==> src/hw/rcsm_pkg.sv <==
// Package of constants for the receive channel select mask bank
package rcsm_pkg;
  // Register indices; byte address is four times the index
  localparam logic [8:0] IDX_BLANK_1 = 9'h0C0;
  localparam logic [8:0] IDX_BLANK_2 = 9'h0C1;
  localparam logic [8:0] IDX_BLANK_3 = 9'h0C2;
  localparam logic [8:0] IDX_BLANK_4 = 9'h0C3;
  localparam logic [8:0] IDX_BLOCK_1 = 9'h0C4;
  localparam logic [8:0] IDX_BLOCK_2 = 9'h0C5;
  localparam logic [8:0] IDX_BLOCK_3 = 9'h0C6;
  localparam logic [8:0] IDX_BLOCK_4 = 9'h0C7;
  localparam logic [8:0] IDX_REINS_1 = 9'h0C8;
  localparam logic [8:0] IDX_REINS_2 = 9'h0C9;
  localparam logic [8:0] IDX_REINS_3 = 9'h0CA;
  localparam logic [8:0] IDX_REINS_4 = 9'h0CB;
  localparam logic [8:0] IDX_GAP_1 = 9'h0CC;
  localparam logic [8:0] IDX_GAP_2 = 9'h0CD;
  localparam logic [8:0] IDX_GAP_3 = 9'h0CE;
  localparam logic [8:0] IDX_GAP_4 = 9'h0CF;
  localparam logic [8:0] IDX_IDLE_1 = 9'h0D0;
  localparam logic [8:0] IDX_IDLE_2 = 9'h0D1;
  localparam logic [8:0] IDX_IDLE_3 = 9'h0D2;
  localparam logic [8:0] IDX_IDLE_4 = 9'h0D3;
  localparam logic [8:0] IDX_TEST_1 = 9'h0D4;
  localparam logic [8:0] IDX_TEST_2 = 9'h0D5;
  localparam logic [8:0] IDX_TEST_3 = 9'h0D6;
  localparam logic [8:0] IDX_TEST_4 = 9'h0D7;
  localparam logic [8:0] IDX_CTRL = 9'h1F0;
  localparam logic [8:0] IDX_STATUS = 9'h1F1;
  localparam int PORTS = 8;
  localparam int MASK_BYTES = 24;
  // Groups of four bytes inside a port's mask array
  localparam int G_BLANK = 0;
  localparam int G_BLOCK = 1;
  localparam int G_REINS = 2;
  localparam int G_GAP = 3;
  localparam int G_IDLE = 4;
  localparam int G_TEST = 5;
  localparam int GROUPS = 6;
  localparam logic [7:0] MASK_RESET = 8'h00;
  localparam logic [7:0] CTRL_RESET = 8'h00;
  // Control fields
  localparam int CTRL_MODE32 = 0;
  localparam int CTRL_ES = 1;
  localparam int CTRL_PORT_LO = 2;
  localparam int CTRL_SLIP = 5;
  // Frame positions
  localparam logic [4:0] LAST_POS_32 = 5'h1F;
  localparam logic [4:0] LAST_POS_24 = 5'h18;
  localparam int FBIT_VEC_BIT = 24;
  localparam logic [31:0] REINS_24_MASK = 32'h00FFFFFF;
  localparam int FIFO_DEPTH = 32;
  localparam int FIFO_WIDTH = 12;
  localparam logic [1:0] RESP_OKAY = 2'h0;
  localparam logic [1:0] RESP_SLVERR = 2'h2;
endpackage

==> src/hw/rcsm_fifo.sv <==
// Flip-flop FIFO with valid/ready on both sides
`timescale 1ns/1ps
module rcsm_fifo #(
  parameter int WIDTH = 12,
  parameter int DEPTH = 32
) (
  // Clock and reset
  input wire logic aclk,
  input wire logic aresetn,
  // Fill side
  input wire logic in_valid,
  output logic in_ready,
  input wire logic [WIDTH-1:0] in_data,
  // Drain side
  output logic out_valid,
  input wire logic out_ready,
  output logic [WIDTH-1:0] out_data
);
  localparam int AW = $clog2(DEPTH);
  logic [WIDTH-1:0] mem_q [0:DEPTH-1];
  logic [AW-1:0] wr_q;
  logic [AW-1:0] rd_q;
  logic [AW:0] cnt_q;
  logic push;
  logic pop;

  assign in_ready = (cnt_q != (AW+1)'(DEPTH));
  assign out_valid = (cnt_q != '0);
  assign out_data = mem_q[rd_q];
  assign push = in_valid && in_ready;
  assign pop = out_valid && out_ready;

  always_ff @(posedge aclk) begin
    if (push) begin
      mem_q[wr_q] <= in_data;
    end
  end

  always_ff @(posedge aclk) begin
    if (!aresetn) begin
      wr_q <= '0;
      rd_q <= '0;
      cnt_q <= '0;
    end else begin
      if (push) begin
        wr_q <= AW'(wr_q + 1'b1);
      end
      if (pop) begin
        rd_q <= AW'(rd_q + 1'b1);
      end
      if (push && !pop) begin
        cnt_q <= (AW+1)'(cnt_q + 1'b1);
      end else if (pop && !push) begin
        cnt_q <= (AW+1)'(cnt_q - 1'b1);
      end
    end
  end
endmodule // rcsm_fifo

==> src/hw/rcsm_top.sv <==
// Receive channel mask bank with AXI4-Lite access and channel datapath
`timescale 1ns/1ps
module rcsm_top (
  // Clock and reset
  input wire logic aclk,
  input wire logic aresetn,
  // AXI4-Lite write
  input wire logic [15:0] s_axi_awaddr,
  input wire logic s_axi_awvalid,
  output logic s_axi_awready,
  input wire logic [31:0] s_axi_wdata,
  input wire logic [3:0] s_axi_wstrb,
  input wire logic s_axi_wvalid,
  output logic s_axi_wready,
  output logic [1:0] s_axi_bresp,
  output logic s_axi_bvalid,
  input wire logic s_axi_bready,
  // AXI4-Lite read
  input wire logic [15:0] s_axi_araddr,
  input wire logic s_axi_arvalid,
  output logic s_axi_arready,
  output logic [31:0] s_axi_rdata,
  output logic [1:0] s_axi_rresp,
  output logic s_axi_rvalid,
  input wire logic s_axi_rready,
  // Channel stream in, one item per channel time
  input wire logic rx_in_valid,
  output logic rx_in_ready,
  input wire logic [7:0] rx_line_data,
  input wire logic [3:0] rx_sig_data,
  input wire logic [7:0] rx_idle_code,
  input wire logic rx_frame_start,
  // Clock enables of line and backplane
  input wire logic rx_line_clk_en,
  input wire logic rx_backplane_clock,
  // Channel stream out
  output logic rx_out_valid,
  input wire logic rx_out_ready,
  output logic [7:0] rx_system_serial_out,
  output logic rx_channel_block_out,
  output logic rx_channel_gated_clock,
  output logic rx_test_port_clock,
  output logic [7:0] rx_test_port_data,
  output logic rx_slip_zone_select
);
  logic [7:0] mask_q [0:rcsm_pkg::PORTS-1][0:rcsm_pkg::MASK_BYTES-1];
  logic [7:0] ctrl_q;
  logic [4:0] pos_q;
  logic [15:0] awaddr_q;
  logic [31:0] wdata_q;
  logic wstrb0_q;
  logic aw_have_q;
  logic w_have_q;
  logic bvalid_q;
  logic [1:0] bresp_q;
  logic rvalid_q;
  logic [31:0] rdata_q;
  logic [1:0] rresp_q;
  logic gclk_q;
  logic tclk_q;
  logic [31:0] vec [0:rcsm_pkg::GROUPS-1];
  logic mode32;
  logic [2:0] port_sel;
  logic [4:0] cur_pos;
  logic fbit;
  logic [4:0] chan;
  logic push;
  logic [7:0] push_data;
  logic push_blk;
  logic push_gap;
  logic push_test;
  logic [rcsm_pkg::FIFO_WIDTH-1:0] head;
  logic fifo_full;
  logic do_write;

  assign mode32 = ctrl_q[rcsm_pkg::CTRL_MODE32];
  assign port_sel = ctrl_q[rcsm_pkg::CTRL_PORT_LO +: 3];
  assign rx_slip_zone_select = ctrl_q[rcsm_pkg::CTRL_SLIP];

  // Decode a byte address into port and mask byte; ok low when unmapped
  function automatic logic decode(input logic [15:0] a, output logic [2:0] p,
                                  output logic [4:0] m);
    logic [8:0] off;
    off = a[10:2];
    p = a[13:11];
    m = 5'(off - rcsm_pkg::IDX_BLANK_1);
    return (a[1:0] == 2'h0) && (a[15:14] == 2'h0) &&
           (off >= rcsm_pkg::IDX_BLANK_1) && (off <= rcsm_pkg::IDX_TEST_4);
  endfunction

  function automatic logic is_ctrl(input logic [15:0] a, input logic [8:0] idx);
    return a == {2'h0, 3'h0, idx, 2'h0};
  endfunction

  // Bit of a 32-channel vector for the current channel
  function automatic logic chan_bit(input logic [31:0] v, input logic [4:0] c);
    return v[c];
  endfunction

  // Masks of the selected port as 32-channel vectors
  always_comb begin
    for (int g = 0; g < rcsm_pkg::GROUPS; g++) begin
      vec[g] = {mask_q[port_sel][g*4+3], mask_q[port_sel][g*4+2],
                mask_q[port_sel][g*4+1], mask_q[port_sel][g*4]};
    end
  end

  // Frame position; 24-channel frames lead with the F-bit
  assign cur_pos = rx_frame_start ? 5'h00 : pos_q;
  assign fbit = !mode32 && (cur_pos == 5'h00);
  assign chan = mode32 ? cur_pos : 5'(cur_pos - 5'h01);
  assign push = rx_in_valid && rx_in_ready;

  always_ff @(posedge aclk) begin
    if (!aresetn) begin
      pos_q <= 5'h00;
    end else if (push) begin
      if (cur_pos == (mode32 ? rcsm_pkg::LAST_POS_32 : rcsm_pkg::LAST_POS_24)) begin
        pos_q <= 5'h00;
      end else begin
        pos_q <= 5'(cur_pos + 5'h01);
      end
    end
  end

  // Data order: signaling, idle code, then blanking wins
  always_comb begin
    push_data = rx_line_data;
    push_blk = 1'b0;
    push_gap = 1'b0;
    push_test = 1'b0;
    if (fbit) begin
      push_blk = vec[rcsm_pkg::G_BLOCK][rcsm_pkg::FBIT_VEC_BIT];
      push_gap = vec[rcsm_pkg::G_GAP][rcsm_pkg::FBIT_VEC_BIT];
    end else begin
      if (chan_bit(vec[rcsm_pkg::G_REINS] &
                   (mode32 ? 32'hFFFFFFFF : rcsm_pkg::REINS_24_MASK), chan)) begin
        push_data = {rx_line_data[7:4], rx_sig_data};
      end
      if (chan_bit(vec[rcsm_pkg::G_IDLE], chan)) begin
        push_data = rx_idle_code;
      end
      if (chan_bit(vec[rcsm_pkg::G_BLANK], chan)) begin
        push_data = 8'hFF;
      end
      push_blk = chan_bit(vec[rcsm_pkg::G_BLOCK], chan);
      push_gap = chan_bit(vec[rcsm_pkg::G_GAP], chan);
      push_test = chan_bit(vec[rcsm_pkg::G_TEST], chan);
    end
  end

  // Holds 32 channel times so the backplane side may stall
  rcsm_fifo #(
    .WIDTH(rcsm_pkg::FIFO_WIDTH),
    .DEPTH(rcsm_pkg::FIFO_DEPTH)
  ) u_fifo (
    .aclk(aclk),
    .aresetn(aresetn),
    .in_valid(rx_in_valid),
    .in_ready(rx_in_ready),
    .in_data({push_test, push_gap, push_blk, push_data, 1'b0}),
    .out_valid(rx_out_valid),
    .out_ready(rx_out_ready),
    .out_data(head)
  );
  assign fifo_full = !rx_in_ready;

  assign rx_system_serial_out = head[8:1];
  assign rx_channel_block_out = rx_out_valid && head[9];
  assign rx_test_port_data = (rx_out_valid && head[11]) ? head[8:1] : 8'h00;
  assign rx_channel_gated_clock = gclk_q;
  assign rx_test_port_clock = tclk_q;

  // Clock pulses only in the cycle after the selected channel is presented
  always_ff @(posedge aclk) begin
    if (!aresetn) begin
      gclk_q <= 1'b0;
      tclk_q <= 1'b0;
    end else begin
      gclk_q <= rx_out_valid && head[10] &&
                (ctrl_q[rcsm_pkg::CTRL_ES] ? rx_backplane_clock : rx_line_clk_en);
      tclk_q <= rx_out_valid && head[11] && rx_line_clk_en;
    end
  end

  // AXI write: address and data taken in either order
  assign s_axi_awready = !aw_have_q && !bvalid_q;
  assign s_axi_wready = !w_have_q && !bvalid_q;
  assign s_axi_bvalid = bvalid_q;
  assign s_axi_bresp = bresp_q;
  assign do_write = aw_have_q && w_have_q;

  always_ff @(posedge aclk) begin
    if (!aresetn) begin
      aw_have_q <= 1'b0;
      w_have_q <= 1'b0;
      awaddr_q <= 16'h0000;
      wdata_q <= 32'h00000000;
      wstrb0_q <= 1'b0;
      bvalid_q <= 1'b0;
      bresp_q <= rcsm_pkg::RESP_OKAY;
    end else begin
      if (s_axi_awvalid && s_axi_awready) begin
        aw_have_q <= 1'b1;
        awaddr_q <= s_axi_awaddr;
      end
      if (s_axi_wvalid && s_axi_wready) begin
        w_have_q <= 1'b1;
        wdata_q <= s_axi_wdata;
        wstrb0_q <= s_axi_wstrb[0];
      end
      if (do_write) begin
        aw_have_q <= 1'b0;
        w_have_q <= 1'b0;
        bvalid_q <= 1'b1;
        bresp_q <= rcsm_pkg::RESP_OKAY;
      end else if (bvalid_q && s_axi_bready) begin
        bvalid_q <= 1'b0;
      end
    end
  end

  // Register writes; only the low byte lane carries data
  always_ff @(posedge aclk) begin
    logic [2:0] p;
    logic [4:0] m;
    if (!aresetn) begin
      ctrl_q <= rcsm_pkg::CTRL_RESET;
      for (int i = 0; i < rcsm_pkg::PORTS; i++) begin
        for (int j = 0; j < rcsm_pkg::MASK_BYTES; j++) begin
          mask_q[i][j] <= rcsm_pkg::MASK_RESET;
        end
      end
    end else if (do_write && wstrb0_q) begin
      if (decode(awaddr_q, p, m)) begin
        mask_q[p][m] <= wdata_q[7:0];
      end else if (is_ctrl(awaddr_q, rcsm_pkg::IDX_CTRL)) begin
        ctrl_q <= wdata_q[7:0];
      end
    end
  end

  // AXI read: answer in the cycle after the address is taken
  assign s_axi_arready = !rvalid_q;
  assign s_axi_rvalid = rvalid_q;
  assign s_axi_rdata = rdata_q;
  assign s_axi_rresp = rresp_q;

  always_ff @(posedge aclk) begin
    logic [2:0] p;
    logic [4:0] m;
    if (!aresetn) begin
      rvalid_q <= 1'b0;
      rdata_q <= 32'h00000000;
      rresp_q <= rcsm_pkg::RESP_OKAY;
    end else if (s_axi_arvalid && s_axi_arready) begin
      rvalid_q <= 1'b1;
      rresp_q <= rcsm_pkg::RESP_OKAY;
      rdata_q <= 32'h00000000;
      if (decode(s_axi_araddr, p, m)) begin
        rdata_q <= {24'h000000, mask_q[p][m]};
      end else if (is_ctrl(s_axi_araddr, rcsm_pkg::IDX_CTRL)) begin
        rdata_q <= {24'h000000, ctrl_q};
      end else if (is_ctrl(s_axi_araddr, rcsm_pkg::IDX_STATUS)) begin
        rdata_q <= {24'h000000, 1'b0, fifo_full, !mode32 && (pos_q == 5'h00), pos_q};
      end else begin
        rresp_q <= rcsm_pkg::RESP_SLVERR;
      end
    end else if (rvalid_q && s_axi_rready) begin
      rvalid_q <= 1'b0;
    end
  end
endmodule // rcsm_top

==> config.mk <==
export PLATFORM = sky130hd
export DESIGN_NAME = rcsm_top
export DESIGN_NICKNAME = d
export VERILOG_FILES = /design/src/hw/rcsm_pkg.sv /design/src/hw/rcsm_fifo.sv /design/src/hw/rcsm_top.sv
export SDC_FILE = /design/constraint.sdc
export NUM_CORES = 2
export LEC_CHECK = 0
export BUFFER_PORTS_ARGS = -buffer_cell sky130_fd_sc_hd__buf_2
export CAP_MARGIN = 0
export CORE_MARGIN = 3
export CORE_UTILIZATION = 55
export CTS_CLUSTER_SIZE = 28
export DETAILED_ROUTE_END_ITERATION = 10
export PLACE_DENSITY = 0.69
export SLEW_MARGIN = 25
export SYNTH_ARGS = -nofsm -noshare
export SYNTH_HDL_FRONTEND = slang
export SYNTH_SLANG_ARGS = --single-unit
==> constraint.sdc <==
create_clock -name aclk -period 7.6 [get_ports aclk]
set_clock_uncertainty 0.05 [all_clocks]
set_input_delay 0.38 -clock aclk [delete_from_list [all_inputs] [get_ports aclk]]
set_output_delay 0.38 -clock aclk [all_outputs]
set_load 0.05 [all_outputs]
; After elaboration in Yosys (flattened, before gate mapping)
; Memory sizes are Yosys's and may differ from the RTL's. A register that Yosys moved wholly into a read port is not among the register bits.
; Index checks and enable logic that the tools add are counted.
[classes]
n_addsub = 8
mux = 57
n_reduce_logical = 48
n_eq_ne = 5
n_bitwise = 5
magnitude_cmp = 8
[op_table]
columns = cell, n
row1 = $mux 192, 3
row2 = $reduce_or 192->1, 1
row3 = $mux 8, 9
row4 = $eq 16x11->1 const B, 3
row5 = $bmux 8 s5, 1
row6 = $demux 8 s5, 1
row7 = $and 32x32->32, 1
row8 = $mux 32, 1
row9 = $bmux 1 s5, 6
row10 = $logic_and 1x1->1, 27
row11 = $mux 5, 5
row12 = $mux 1, 20
row13 = $ge 9x8->1 const B, 2
row14 = $le 9x8->1 const B, 2
row15 = $add 5x1->5 const B, 3
row16 = $sub 5x1->5 const B, 3
row17 = $ge 6x6->1 const B, 2
row18 = $mux 3, 4
row19 = $mux 6, 2
row20 = $not 5->6, 2
row21 = $logic_not 5->1, 2
row22 = $logic_not 1->1, 8
row23 = $logic_not 2->1, 4
row24 = $mux 7, 1
row25 = 13 further kinds, 18
[word_totals]
ff_bits = 94
out_inout_bits = 63
in_bits = 100
ram_bits = 1888
memories = 2
wordCells = 149
[memory_table]
columns = memory, depth, width, rd, rd_clocked_by_memory_dff, wr, line_no
row1 = mask_q, 8, 192, 2, 1, 8, rcsm_top.sv:46  ; logic [7:0] mask_q [0:rcsm_pkg::PORTS-1][0:rcsm_pkg::MASK_BYTES-1];
row2 = u_fifo.mem_q, 32, 11, 1, 1, 1, rcsm_fifo.sv:20  ; logic [WIDTH-1:0] mem_q [0:DEPTH-1];

; Longest topological paths before layout
[depth]
word_depth = 10
depth_mapped = 17
depth_no_buf = 15

; By module
; Synthesis repeated with hierarchy kept, for this count alone.
[unflattened]
hier_cells = 6568
area_unflattened_um2 = 102226.8
[modules_own_cells]
columns = mod, instances, area_per_inst_um2, seq_area_each_um2, cells_per_inst
row1 = rcsm_top, 1, 86296.5, 47245.3, 5715
row2 = rcsm_fifo, 1, 15930.3, 11951.5, 853

; Least setup slack after synthesis
; Ideal clock, no wire load.
[synth_timing]
path_kind = in2reg
start = input port rx_frame_start
end = memory u_fifo.mem_q[0][0] (netlist name), data pin
required_ns = 7.063
stages = 14
slack_ns = 2.638
arrival_time_ns = 4.424
cell_sequence = nand2b_1 buf_2 inv_1 ha_1 buf_2 or4b_1 a21oi_1 a31oi_1 a31oi_1 nand3_1 a22o_1 nor2b_1 buf_6 a222oi_1
[synth_via]
elab_chain_len = 9
[synth_rtl]
columns = element, line_no
row1 = "start, declared", rcsm_top.sv:32  ; input wire logic rx_frame_start,
row2 = $mux 5 *, rcsm_top.sv:109  ; assign cur_pos = rx_frame_start ? 5'h00 : pos_q;
row3 = $sub 5x1->5, rcsm_top.sv:111  ; assign chan = mode32 ? cur_pos : 5'(cur_pos - 5'h01);
row4 = $mux 5, rcsm_top.sv:111
row5 = $bmux 1 s5, rcsm_top.sv:97  ; return v[c];
row6 = $mux 1 (implied by the code), rcsm_top.sv:97
row7 = $mux 4, rcsm_top.sv:136  ; if (chan_bit(vec[rcsm_pkg::G_REINS] &
row8 = $mux 8, rcsm_top.sv:140  ; if (chan_bit(vec[rcsm_pkg::G_IDLE], chan)) begin
row9 = $mux 8, rcsm_top.sv:143  ; if (chan_bit(vec[rcsm_pkg::G_BLANK], chan)) begin
row10 = $mux 8 *, rcsm_top.sv:132  ; if (fbit) begin
row11 = named net push_data[0], rcsm_top.sv:68  ; logic [7:0] push_data;
row12 = "end, declared", rcsm_fifo.sv:20
; Mark *: on every way through the listed nets, which the timed path passes. The rest lies on a longest branch. The select of a mux whose other input is x is not followed.

; Worst setup path after layout
[layout_timing]
start = register pos_q[0]
end = memory u_fifo.mem_q[24][6] (netlist name), data pin
[layout_via]
elab_chain_len = 8
[layout_rtl]
columns = element, line_no
row1 = "start, declared", rcsm_top.sv:48  ; logic [4:0] pos_q;
row2 = "start signal, assigned", rcsm_top.sv:121  ; pos_q <= 5'(cur_pos + 5'h01);
row3 = $mux 5 *, rcsm_top.sv:109
row4 = $sub 5x1->5, rcsm_top.sv:111
row5 = $mux 5, rcsm_top.sv:111
row6 = $bmux 1 s5, rcsm_top.sv:97
row7 = $mux 1 (implied by the code), rcsm_top.sv:97
row8 = $mux 8, rcsm_top.sv:140
row9 = $mux 8, rcsm_top.sv:143
row10 = $mux 8 *, rcsm_top.sv:132
row11 = named net push_data[6], rcsm_top.sv:68
; Marked as above.

==> metrics.md <==
| Metric | Value |
|---|---|
| #FFs+latches synth | between 1500 and 2000 |
| Core area | between 150000 and 200000 µm² |
| Number of synthesized flops with an enable pin | 1888 |
| Antenna violations before repair | 13 |
| Pwr Total | approximately 26000 µW |
| CTS sink cnt | 1965 |
| First-pass GRT wire length | around 430 mm |
| Row cnt | between 150 and 200 |
| CP Data Required Time | approximately 8 ns |
| Worst-path cell chain | nand2b_1 -> inv_1 -> ha_1 -> nor2_1 -> a22oi_2 -> buf_4 -> a21oi_1 -> a2111oi_0 -> o21ai_0 -> a311oi_1 -> a22o_1 -> nor2b_1 -> a22oi_1 -> buf_4 |
| Largest net degree at the start of global routing | roughly 160 |
| CP max FO | 16 |
| Max-Cap Viols | 0 |
| Worst path most repeated cell | buf_4 |
| Layout cells sized above 1 | about a quarter |
| Clk buf depth | 3 |
| I/O Pins | approximately 160 |
| Setup TNS | 0 ns |
| # setup viols final | 0 |
| RePlAce Congestion | between 0.9 and 1 |
| Max-slew violation count | 0 |
| Met2 Wirelength | between 100 and 150 mm |
| CTS Hold Bufs | 41 |
| Starting Density | around 55% |
| Clock Latency Late Sink | 0.88 ns |
| Max incr delay on CP | roughly 0.80 ns |
| Power density cells | 229 nW/µm² |
| DR pass1 iterations | 7 |
| Top FF cell, synth | edfxtp_1 |
| Syn Std Cell Area | between 100000 and 150000 µm² |
| Critical Path Sink Type | register |
| Most frequent cell after synthesis | edfxtp_1 |
| Syn Inst Count | between 6000 and 7000 |
| Actual slew at the worst max-slew pin | approximately 1.1 ns |
| Critical-path top delay cell | nor2b_1 |
| GRT Resource Usage Total | between 30 and 40% |
| Final worst setup slack | approximately 1.4 ns |
| Met3 wire len | slightly above 30 mm |
| CTS resizes | 0 |
| Fmax | between 0.15 and 0.2 GHz |
| Post-layout min period | around 6.2 ns |
| Post-Route M1 WL | roughly 110 mm |
| Non-filler cells, final | between 9000 and 10000 |
| Period utilization | roughly 80% |
| Clk slew on worst S/H paths | approximately 0.070 ns |
| Pleak | around 0.038 µW |
| Post-CTS Setup Bufs | 0 |
| Clock root buffer | clkbuf_16 |
| Worst R2R Start | pos_q[0] |
| Reg-to-reg slack, setup | roughly 1.4 ns |
| Reg-to-Reg End | u_fifo.mem_q[24][6] |
| Wire per inst | 31.8 µm |
| Critical Path End | u_fifo.mem_q[24][6] |
| CTS tree | yes |
| Die ar. | about 190000 µm² |
| DR vias/cell | 6.65 |
| Max layer used | met5 |
| CP Class | register to register |
| Via count | around 61000 |
| Hold Crit Class | input pin to register |
| Post-Route WL | between 200 and 300 mm |
| Syn avg cell area | 15.6 µm² |
| Status | complete, no violations |
| Critical Path AT | 6.77 ns |
| Number of global-route vias before repair | 60828 |
| Port Buffer Count | ~110 |
| Yosys top cell by area | edfxtp_1 |
| Synth-to-Final Area Change | 9.76% |
| R2R cell count | 14 |
| Post-route DRC | 0 |
| RSZ-0062 raised after global routing | false |
| Setup crit start | pos_q[0] |
| Inserted Clock Buffers | about 200 |
| Sequential element share of the synthesized area | a little under three fifths |
| Synth top area cells | edfxtp_1 56%, mux4_2 20%, and2_1 9.6% |
| Post-DP HPWL | between 150 and 200 mm |
| Synth warn | 0 |
| Final hold slack | between 0.09 and 0.1 ns |
| Post-synth top cells | 1888 x edfxtp_1, 1566 x and2_1, 902 x mux4_2 |
| Global route overflow | 0 |
| Final Hold Fails | 0 |
| Die Y | approximately 440 µm |
| Dpl ws | around 1.5 ns |
| Horiz. Die Dim | between 400 and 500 µm |
| Final ANT Viol Nets | 0 |
| Cell variety after synth | 91 |
| Iter 0 DRT Violations | ~7600 |
| Top-area cell type share of the netlist area | between 50% and 60% |
| Slew HR | a little under a quarter |
| Max rail drop VDD | 0.249 mV |
| Cell Count Post-Placement | 8765 |
| Critical path launch point type | register |
| Asr flop ratio synth | 0% |
| CTS H-tree lvls | 4 |
| Layout net count | around 6700 |
==> cell type report <==
cell class	count	area, µm²
inverter	42	158
sequential	1965	58300
antenna	8	20.0
timing repair buffer	384	3020
fill	13597	71900
clock buffer	273	5470
tap	2464	3080
multi-input combinational	3955	40500
clock inverter	108	1090
==> cells by family (layout without fill, tap and decap cells) <==
logic type	count (synthesis)	count (layout)	share of synthesized area, %
simple gates	2207	2207	12.4
flops	1965	1965	57.3
mux	1168	1168	23.5
buf+inv	632	807	3.18
compound gates	523	523	3.26
xor+xnor	17	17	0.169
fa+ha+maj	13	13	0.167
other cells	1	35	0.00369
==> report_power, final <==
| part | internal [µW] | leakage (µW) | switching [µW] |
|---|---|---|---|
| Combinational | 1210 | 0.0151 | 1870 |
| Clock | 5490 | 0.00317 | 4410 |
| Sequential | 12200 | 0.0196 | 309 |
==> how the worst min path moves through the flow <==
| stage | to | slack, ns | start | cells past startpoint |
|---|---|---|---|---|
| floorplan | awaddr_q[1] | 0.39 | awaddr_q[1] | 2 |
| global placement | awaddr_q[14] | 0.40 | awaddr_q[14] | 2 |
| detailed placement | awaddr_q[14] | 0.41 | awaddr_q[14] | 2 |
| CTS | u_fifo.mem_q[8][0] | 0.007 | rx_sig_data[0] | 4 |
| global route | u_fifo.mem_q[13][0] | 0.07 | rx_sig_data[0] | 4 |
| finish | u_fifo.mem_q[13][0] | 0.09 | rx_sig_data[0] | 4 |
==> sequential cells by signal, indices dropped and copies added, names as in the netlist, named ones only <==
| register | cells |
|---|---|
| wdata_q | 8 |
| rx_channel_gated_clock | 1 |
| s_axi_bvalid | 1 |
| u_fifo.mem_q | 352 |
| s_axi_rdata | 8 |
| pos_q | 5 |
| wstrb0_q | 1 |
| u_fifo.wr_q | 5 |
| rx_test_port_clock | 1 |
| s_axi_rvalid | 1 |
| u_fifo.cnt_q | 6 |
| s_axi_rresp | 1 |
| aw_have_q | 1 |
| ctrl_q | 8 |
| w_have_q | 1 |
| awaddr_q | 16 |
| u_fifo.rd_q | 5 |
| mask_q | 1536 |
==> critical path, delay by kind of cell (launching register included) <==
kind                       cells  cell delay [ns]
adders and majority gates      1             0.46
buffers and inverters          3             1.03
and+or+nand+nor                3             1.29
AOI/OAI and AO/OA              7             2.44
DFF                            1             0.60
==> metrics by stage <==
stage	util, %	instance area [µm²]
finish	60.8	112000
global route	60.8	112000
CTS	60.7	111000
detailed placement	56.9	104000
global placement	56.9	104000
floorplan	-	102000
==> layer usage <==
metal / vias up / global-route usage [%]
met2: 3627 / 47.4
li1: 25284 / -
met5: - / 0
met1: 31621 / 42.4
met3: 668 / 6.31
met4: 8 / 14.7
==> layout by cell type (no fill, tap or decap), drive strengths merged, types with 11 or more instances in the layout <==
master	n
bufinv	12
mux2i	187
conb	27
buf	341
mux2	24
dfxtp	77
nand2	214
nor2	270
a21oi	60
nand3	34
a21boi	37
dlygate4sd3	41
clkinv	89
a211oi	27
mux4	957
xnor2	14
nand2b	12
nor3	15
and2	1566
edfxtp	1888
clkbuf	275
ha	12
nand4	12
nor2b	28
o21ai	225
o22ai	11
a22oi	68
inv	44
a31oi	11
No activity file was read; power rests on OpenSTA's default activity.
